File: src/ptf_pkg.sv
package ptf_pkg;
    // status word bit positions
    localparam int SR_T1_BIT = 15;
    localparam int SR_T0_BIT = 14;
    localparam int SR_S_BIT = 13;
    // trace mode encodings, upper bit first
    localparam logic [1:0] TRACE_OFF = 2'h0;
    localparam logic [1:0] TRACE_FLOW = 2'h1;
    localparam logic [1:0] TRACE_ALL = 2'h2;
    localparam logic [1:0] TRACE_RSVD = 2'h3;
    // vector numbers
    localparam logic [7:0] VEC_PRIV = 8'h08;
    localparam logic [7:0] VEC_TRACE = 8'h09;
    localparam logic [7:0] VEC_FORMAT = 8'h0E;
    // version word sits 54 bytes above the frame pointer
    localparam logic [31:0] FRAME_VERSION_OFFS = 32'h0000_0036;
    // accepted frame format codes, one bit per code
    localparam logic [15:0] FMT_VALID_MASK = 16'h0E07;
    localparam logic [3:0] FMT_LONG_FAULT = 4'hB;
    // module descriptor fields accepted by call and return
    localparam logic [2:0] MOD_OPT_OK = 3'h0;
    localparam logic [4:0] MOD_TYPE_OK = 5'h00;
    // values after reset
    localparam logic [31:0] RST_WORD = 32'h0000_0000;
    localparam logic [15:0] RST_SR = 16'h0000;
    localparam logic [7:0] RST_VEC = 8'h00;
    // which instruction asks for a format check
    typedef enum logic [1:0]
    {
        FK_RTE = 2'b00,
        FK_MOD = 2'b01,
        FK_CPLOAD = 2'b10,
        FK_NONE = 2'b11
    } ptf_fmt_kind_t;
    // instruction tracking states
    typedef enum logic [1:0]
    {
        ST_IDLE = 2'b00,
        ST_EXEC = 2'b01,
        ST_SUSP = 2'b10,
        ST_FORCED = 2'b11
    } ptf_state_t;
endpackage : ptf_pkg

File: src/ptf_exc_unit.sv
// Functional notes
// [RULE1] user-level privileged instruction raises privilege violation
// [RULE2] coprocessor privilege check at user level violates
// [RULE3] violation before execution: supervisor, trace off, vector 8
// [RULE4] violation stacks first word address of instruction
// [RULE5] trace bits: off, flow, all, reserved
// [RULE6] trace bits at instruction start decide trace
// [RULE7] flow mode traces branches, traps, returns, status writes
// [RULE8] breakpoint traced only if replacement changes flow
// [RULE9] suspended traced instruction defers trace until completion
// [RULE10] trace taken before pending interrupt
// [RULE11] forced exception processed before trace
// [RULE12] illegal instructions never traced
// [RULE13] trace after completion: vector 9, next address
// [RULE14] traced stop takes trace, never stops
// [RULE15] return checks format code and long-frame version
// [RULE16] module call/return checks fields and access rights
// [RULE17] coprocessor flags unknown state frame format
// [RULE18] format error: short frame, vector 14, this address
// [RULE19] emulation handler should emulate trace itself
// [RULE20] vector offset is number times four plus base
module ptf_exc_unit
#(
    parameter logic [7:0] CORE_VERSION = 8'h5A // arbitrary value
)
(
    input wire logic i_clk,
    input wire logic i_rst_b,
    input wire logic i_insn_start,
    input wire logic [31:0] i_insn_pc,
    input wire logic [15:0] i_status_word,
    input wire logic i_insn_priv,
    input wire logic i_cp_priv_req,
    input wire logic i_insn_illegal,
    input wire logic i_insn_flow,
    input wire logic i_insn_sr_write,
    input wire logic i_insn_breakpoint_insn,
    input wire logic i_breakpoint_insn_repl_flow,
    input wire logic i_insn_stop,
    input wire logic i_insn_resume,
    input wire logic i_insn_suspend,
    input wire logic i_insn_done,
    input wire logic [31:0] i_next_pc,
    input wire logic i_insn_forced,
    input wire logic i_forced_done,
    input wire logic i_fmt_check,
    input wire ptf_pkg::ptf_fmt_kind_t i_fmt_kind,
    input wire logic [3:0] i_frame_fmt,
    input wire logic [7:0] i_frame_version,
    input wire logic [2:0] i_mod_option,
    input wire logic [4:0] i_mod_type,
    input wire logic i_mmu_access_bad,
    input wire logic i_cp_fmt_err,
    input wire logic [31:0] i_frame_sp,
    input wire logic [31:0] i_vbr,
    output logic o_exc_take,
    output logic [7:0] o_exc_vector,
    output logic [9:0] o_vec_offset,
    output logic [31:0] o_vec_addr,
    output logic [31:0] o_stack_pc,
    output logic [15:0] o_stack_sr,
    output logic [15:0] o_new_sr,
    output logic o_short_frame,
    output logic o_insn_abort,
    output logic o_stop_enter,
    output logic o_irq_hold,
    output logic [1:0] o_trace_mode,
    output logic [31:0] o_version_addr
);
    import ptf_pkg::*;

    ////////////////////////////////////////////////////////////////////////
    // helpers

    // trace mode field of a status word
    function automatic logic [1:0] trace_mode(input logic [15:0] sr);
        trace_mode = {sr[SR_T1_BIT], sr[SR_T0_BIT]}; // RULE5
    endfunction : trace_mode

    // status word after any of our exceptions: supervisor, trace off
    function automatic logic [15:0] exc_sr(input logic [15:0] sr);
        logic [15:0] r;
        r = sr;
        r[SR_S_BIT] = 1'b1;
        r[SR_T1_BIT] = 1'b0;
        r[SR_T0_BIT] = 1'b0;
        exc_sr = r;
    endfunction : exc_sr

    ////////////////////////////////////////////////////////////////////////
    // state

    ptf_state_t state_q, state_d; // instruction tracking
    logic arm_q, arm_d; // trace owed at completion
    logic stop_q, stop_d; // running instruction is a stop
    logic [31:0] pc_q, pc_d; // first word address of running insn
    logic take_d; // exception issued this cycle
    logic [7:0] vec_d;
    logic [31:0] spc_d;
    logic [15:0] ssr_d;
    logic short_d, abort_d, stopen_d;
    logic user_lvl; // processor at user level
    logic priv_viol; // privilege violation at start
    logic trace_want; // start-time trace decision
    logic fmt_ok; // format check verdict

    assign user_lvl = ~i_status_word[SR_S_BIT];
    assign o_trace_mode = trace_mode(i_status_word);
    assign o_version_addr = i_frame_sp + FRAME_VERSION_OFFS; // RULE15
    // interrupts wait while a trace is still owed
    assign o_irq_hold = arm_q; // RULE10

    ////////////////////////////////////////////////////////////////////////
    // start-of-instruction decode

    always_comb
    begin
        // privileged op or coprocessor check, only at user level
        priv_viol = user_lvl & (i_insn_priv | i_cp_priv_req); // RULE1 RULE2
        // decision uses the bits present as execution begins
        case (trace_mode(i_status_word)) // RULE6
            TRACE_ALL:
                trace_want = 1'b1;
            TRACE_FLOW:
                // sequential instructions are not traced
                trace_want = i_insn_flow | i_insn_sr_write // RULE7
                    | (i_insn_breakpoint_insn & i_breakpoint_insn_repl_flow); // RULE8
            default:
                // off, and reserved treated as off
                trace_want = 1'b0;
        endcase
        // illegal words are never executed, so never traced
        if (i_insn_illegal) // RULE12
        begin
            trace_want = 1'b0;
        end
    end

    ////////////////////////////////////////////////////////////////////////
    // format checks for return, module call/return, state load

    always_comb
    begin
        case (i_fmt_kind)
            FK_RTE:
                // code must be known; long fault also needs our version
                fmt_ok = FMT_VALID_MASK[i_frame_fmt] // RULE15
                    & ((i_frame_fmt != FMT_LONG_FAULT)
                    | (i_frame_version == CORE_VERSION));
            FK_MOD:
                fmt_ok = (i_mod_option == MOD_OPT_OK) // RULE16
                    & (i_mod_type == MOD_TYPE_OK) & ~i_mmu_access_bad;
            FK_CPLOAD:
                // coprocessor does the judging here
                fmt_ok = ~i_cp_fmt_err; // RULE17
            default:
                fmt_ok = 1'b1;
        endcase
    end

    ////////////////////////////////////////////////////////////////////////
    // sequencing and exception issue

    always_comb
    begin
        state_d = state_q;
        arm_d = arm_q;
        stop_d = stop_q;
        pc_d = pc_q;
        take_d = 1'b0;
        vec_d = VEC_PRIV;
        spc_d = pc_q;
        ssr_d = i_status_word;
        short_d = 1'b0;
        abort_d = 1'b0;
        stopen_d = 1'b0;
        case (state_q)
            ST_IDLE, ST_SUSP:
                if (i_insn_start)
                begin
                    pc_d = i_insn_pc;
                    if (priv_viol)
                    begin
                        // nothing executes; stack the offending address
                        take_d = 1'b1; // RULE3
                        abort_d = 1'b1;
                        spc_d = i_insn_pc; // RULE4
                        arm_d = 1'b0;
                        state_d = ST_IDLE;
                    end
                    else if (state_q == ST_SUSP && i_insn_resume)
                    begin
                        // keep the trace owed from the first attempt
                        state_d = ST_EXEC; // RULE9
                    end
                    else
                    begin
                        arm_d = trace_want;
                        stop_d = i_insn_stop;
                        state_d = ST_EXEC;
                    end
                end
            ST_EXEC:
                if (i_fmt_check && !fmt_ok)
                begin
                    // short frame, pc of the detecting instruction
                    take_d = 1'b1; // RULE18
                    vec_d = VEC_FORMAT;
                    short_d = 1'b1;
                    abort_d = 1'b1;
                    arm_d = 1'b0;
                    state_d = ST_IDLE;
                end
                else if (i_insn_suspend)
                begin
                    // bus or address fault: trace waits for the rerun
                    state_d = ST_SUSP; // RULE9
                end
                else if (i_insn_done)
                begin
                    // a traced stop loads the word but never halts
                    stopen_d = stop_q & ~arm_q; // RULE14
                    if (arm_q && i_insn_forced)
                    begin
                        // forced exception goes first
                        state_d = ST_FORCED; // RULE11
                    end
                    else if (arm_q)
                    begin
                        take_d = 1'b1; // RULE13
                        vec_d = VEC_TRACE;
                        spc_d = i_next_pc;
                        arm_d = 1'b0;
                        state_d = ST_IDLE;
                    end
                    else
                    begin
                        state_d = ST_IDLE;
                    end
                end
            ST_FORCED:
                if (i_forced_done)
                begin
                    // trace belongs to the forcing instruction
                    take_d = 1'b1; // RULE11 RULE13
                    vec_d = VEC_TRACE;
                    spc_d = i_next_pc;
                    arm_d = 1'b0;
                    state_d = ST_IDLE;
                end
            default:
                state_d = ST_IDLE;
        endcase
    end

    // registers only; exception outputs are flops so the core sees stable data, while o_trace_mode and o_version_addr are combinational
    always_ff @(posedge i_clk or negedge i_rst_b)
    begin
        if (!i_rst_b)
        begin
            state_q <= ST_IDLE;
            arm_q <= 1'b0;
            stop_q <= 1'b0;
            pc_q <= RST_WORD;
            o_exc_take <= 1'b0;
            o_exc_vector <= RST_VEC;
            o_vec_offset <= 10'h000;
            o_vec_addr <= RST_WORD;
            o_stack_pc <= RST_WORD;
            o_stack_sr <= RST_SR;
            o_new_sr <= RST_SR;
            o_short_frame <= 1'b0;
            o_insn_abort <= 1'b0;
            o_stop_enter <= 1'b0;
        end
        else
        begin
            state_q <= state_d;
            arm_q <= arm_d;
            stop_q <= stop_d;
            pc_q <= pc_d;
            o_exc_take <= take_d;
            o_insn_abort <= abort_d;
            o_stop_enter <= stopen_d;
            if (take_d)
            begin
                o_exc_vector <= vec_d;
                o_vec_offset <= {vec_d, 2'b00}; // RULE20
                o_vec_addr <= i_vbr + {22'h000000, vec_d, 2'b00}; // RULE20
                o_stack_pc <= spc_d;
                o_stack_sr <= ssr_d;
                o_new_sr <= exc_sr(ssr_d); // RULE3 RULE13
                o_short_frame <= short_d;
            end
        end
    end
endmodule : ptf_exc_unit

File: config.mk
export PLATFORM = sky130hd
export DESIGN_NAME = ptf_exc_unit
export DESIGN_NICKNAME = d
export VERILOG_FILES = /design/src/ptf_pkg.sv /design/src/ptf_exc_unit.sv
export SDC_FILE = /design/constraint.sdc
export NUM_CORES = 1
export LEC_CHECK = 0
export BUFFER_PORTS_ARGS = -buffer_cell sky130_fd_sc_hd__buf_2
export CAP_MARGIN = 0
export CORE_ASPECT_RATIO = 2
export CORE_MARGIN = 2
export CORE_UTILIZATION = 45
export CTS_BUF_LIST = sky130_fd_sc_hd__clkbuf_4
export DETAILED_ROUTE_END_ITERATION = 8
export GPL_TIMING_DRIVEN = 1
export PLACE_DENSITY_LB_ADDON = 0.1
export SLEW_MARGIN = 20
export SYNTH_ARGS = -nofsm -noshare
export SYNTH_HDL_FRONTEND = slang
export SYNTH_SLANG_ARGS = --single-unit
File: constraint.sdc
create_clock -name i_clk -period 9.73 [get_ports i_clk]
set_clock_uncertainty 0.2 [all_clocks]
set_input_delay 0.973 -clock i_clk [delete_from_list [all_inputs] [get_ports i_clk]]
set_output_delay 0.973 -clock i_clk [all_outputs]
set_load 0.02 [all_outputs]
==> impl_metrics.toml <==
[floorplanning]
die_width_um = 96.2
die_y_um = 188
core_um2 = 16700
placement_rows = 67
floorplan.initialDensity_pct = 45.9
floorplan.die_area_um2 = 18100
boundaryPins = 338

[critical_path]
cp-start-kind = "input pin"
cpMaxStageDelayCell = "sky130_fd_sc_hd__a2111oi_2"
worst_setup_path_end_kind = "output pin"
timing.rr.start = "state_q[0]$_DFFE_PN0P_"
cp.arrival_ps = 3120
cp_data_required_time_ps = 8560
timing.critical_path.mode_cell = "sky130_fd_sc_hd__buf_2"
timing_worst_setup_path_type = "input pin to output pin"
timing.reg2reg.worst_path_depth = 11
rr_endpoint = "o_vec_addr[28]$_DFFE_PN0P_"
cpPeakStageDelay_ps = 670
critical_path.cell_chain = "buf_2 -> inv_1 -> ha_1 -> nand2b_1 -> a2111oi_2 -> and4_1 -> nand4_1 -> xnor2_1 -> buf_2"
ff2ff_setup_slack_ps = 5480
critPathMaxFanout = 6

[run]
cap_violations = 0

[clocking]
tritoncts_buffers = 17
htree_levels = 4
clock_latency_ps = 530
cts_tree = "yes"
cts.hold.buffers_added = 0
cts.repair_timing.setup_buffer_count = 0
cts.path.max_buffers = 2
quantity_of_gates_resized_following_cts = 0
cts_root_buf = "sky130_fd_sc_hd__clkbuf_4"
cts.sink_count = 122
clk_pin_slew_ps = 110

[synth]
synthTopCellsByArea = "sky130_fd_sc_hd__dfrtp_1, sky130_fd_sc_hd__mux2_1, sky130_fd_sc_hd__mux2_2, sky130_fd_sc_hd__xnor2_1, sky130_fd_sc_hd__a211o_1"
synthesis.instances = 739
yosys.area.top_type = "sky130_fd_sc_hd__dfrtp_1"
syn-mean-instance-area_um2 = 10.4
synth_commonest_cells = "sky130_fd_sc_hd__dfrtp_1, sky130_fd_sc_hd__nand3_1, sky130_fd_sc_hd__mux2_1"
ys_dominant_reg_cell = "sky130_fd_sc_hd__dfrtp_1"
synth-seq-area-share_pct = 39.9
ys_seq_elements = 122
synth_enable_flop_cells = 0
syn-cell-area_um2 = 7650
netlist.area_leader.share_pct = 39.9
synth.yosys.warnings = 0
synthMostInstantiatedCell = "sky130_fd_sc_hd__dfrtp_1"
synth_cell_types = 56
postSynth.asyncResetShare_pct = 100

[final_layout]
design.final.nets = 1211
area_growth_syn_to_layout_pct = 24.2
regArea_um2 = 3050
layoutNonFillerInstCount = 1241
drive_above_1_share_pct = 41.2
fillerInstances = 1615
multiInputGateArea_um2 = 4120
stdcell_area_um2 = 9510

[min_path]
min-delay-start = "o_vec_addr[4]$_DFFE_PN0P_"
min_delay_path_depth = 1
hold_path.class = "flop to flop"
hold-path-endpoint = "o_vec_addr[4]$_DFFE_PN0P_"

[sta]
finalHoldViolCount = 0
finalSetupTns_ps = 0
setup_viol_count_final = 0
timing_max_transition_violations_final = 0
slew-limit-headroom_pct = 27.7
fmaxAchievable_mhz = 233
final_min_period_over_clock_period_pct = 44.1
post-route-min-period_ps = 4290
timing_worst_slew_pin_value_ps = 1080
rsz0062_at_grt = "false"

[place]
place_area_um2 = 9180
port-buffer-count = 323
routabilityCongestion = 0.843
place_inst = 1206
hpwlAfterDp_um = 17800

[detailed_routing]
drt_iter0_drc = 338
routed_wl_um = 24700
postRouteAntennaNets = 0
route.detailed.wl_per_inst_um = 19.9
met3_wirelength_um = 1740
firstDrtPassIters = 4
wl_met2_um = 13200
drt_drc_violations_left = 0
route.layer.met1.wl_um = 9220
dr.max_layer_used = "met4"
routed_via_density = 5.75
vias = 7130

[power]
ir_drop_v = 0.000110
pwr_density_cell_nw_per_um2 = 217
leakage_uw = 0.00467

[grt]
globalRoute.totalOverflow = 0
number_of_antenna_violations_at_the_first_check_in_global_routing = 2
first_global_vias = 6881
grt_max_degree = 75
track_usage_pct = 26.8
grt_first_pass_wirelength_um = 37000

[run_status]
outcome = "complete, no violations"
layout by cell type (no fill, tap or decap), drive strengths merged, types with 2 or more instances in the layout:
| master | count |
|---|---|
| o2111ai | 2 |
| dfrtp | 122 |
| a31oi | 2 |
| o221ai | 32 |
| ha | 6 |
| a21boi | 3 |
| nand3 | 49 |
| a211o | 33 |
| o41ai | 33 |
| mux2 | 81 |
| nand2 | 24 |
| a2111oi | 2 |
| o211a | 2 |
| a21oi | 6 |
| conb | 12 |
| buf | 333 |
| nor4 | 2 |
| o21ai | 5 |
| xor2 | 15 |
| clkinvlp | 2 |
| and3 | 42 |
| clkbuf | 18 |
| diode | 2 |
| nand4 | 23 |
| a21o | 3 |
| nor3 | 35 |
| and2 | 3 |
| inv | 20 |
| and4 | 4 |
| nor2 | 43 |
| nand2b | 8 |
| nor3b | 2 |
| a211oi | 3 |
| or4 | 2 |
| clkinv | 5 |
| xnor2 | 41 |
| bufinv | 2 |
layer usage:
| metal | up-vias | GRT usage [%] |
|---|---|---|
| li1 | 3298 | - |
| met1 | 3511 | 31.3 |
| met2 | 283 | 47.6 |
| met3 | 38 | 5.40 |
| met4 | 0 | 8.79 |
| met5 | - | 0 |
metrics by stage:
stage,power [uW],setup slack [ps],util [%],hold WS [ps]
6_report,2070,5440,57.0,290
5_1_grt,2190,5180,57.0,305
2_1_floorplan,1400,5610,-,271
3_5_place_dp,1700,4900,55.0,269
4_1_cts,2090,5430,56.8,296
3_3_place_gp,1690,5000,55.0,263
report_power, final:
group          total [uW]  leakage (uW)  switching, uW  internal (uW)
sequential            801       0.00146            119            682
clock                 381      0.000155            219            161
combinational         885       0.00306            537            348
total                2070       0.00467            875           1190
worst max-delay path: cells and delay by family:
kind,cells,cell delay (ps)
and+or+nand+nor,3,790
AOI/OAI and AO/OA,1,670
buffers and inverters,3,320
adders and majority gates,1,210
xor gates and xnor gates,1,160
flip-flops by register name, summed over array words and instances, names as in the netlist:
signal,flops
o_new_sr,1
o_irq_hold,1
o_stack_sr,16
o_stack_pc,32
pc_q,32
stop_q,1
o_stop_enter,1
o_vec_addr,32
state_q,2
o_exc_take,1
o_exc_vector,2
o_insn_abort,1
area by class of cell:
| type | count | area share (%) |
|---|---|---|
| Clock inverter | 14 | 1.71 |
| Timing Repair Buffer | 333 | 18.0 |
| Tap cell | 207 | 2.72 |
| Antenna cell | 2 | 0.0526 |
| Inverter | 15 | 0.619 |
| Sequential cell | 122 | 32.1 |
| Clock buffer | 18 | 1.42 |
| Multi-Input combinational cell | 530 | 43.3 |
cell families after synthesis:
| group | count (synthesis) | share of synthesized area [%] |
|---|---|---|
| AOI/OAI and AO/OA | 131 | 16.4 |
| xor gates and xnor gates | 56 | 6.41 |
| adders and majority gates | 7 | 1.24 |
| buffers and inverters | 98 | 7.24 |
| DFF | 122 | 39.9 |
| muxes | 81 | 11.9 |
| other | 1 | 0.0490 |
| and+or+nand+nor | 243 | 16.9 |
worst max-delay path by stage:
| stage | from | cells past startpoint | end |
|---|---|---|---|
| detailed placement | i_frame_version[5] | 12 | o_vec_addr[31]$_DFFE_PN0P_ |
| global route | i_frame_version[5] | 12 | o_vec_addr[29]$_DFFE_PN0P_ |
| finish | i_frame_sp[1] | 9 | o_version_addr[25] |
| floorplan | i_frame_fmt[3] | 13 | o_vec_addr[28]$_DFFE_PN0P_ |
| global placement | i_frame_version[5] | 12 | o_vec_addr[31]$_DFFE_PN0P_ |
| CTS | i_frame_sp[1] | 9 | o_version_addr[25] |
(Power assumes the default switching activity.)
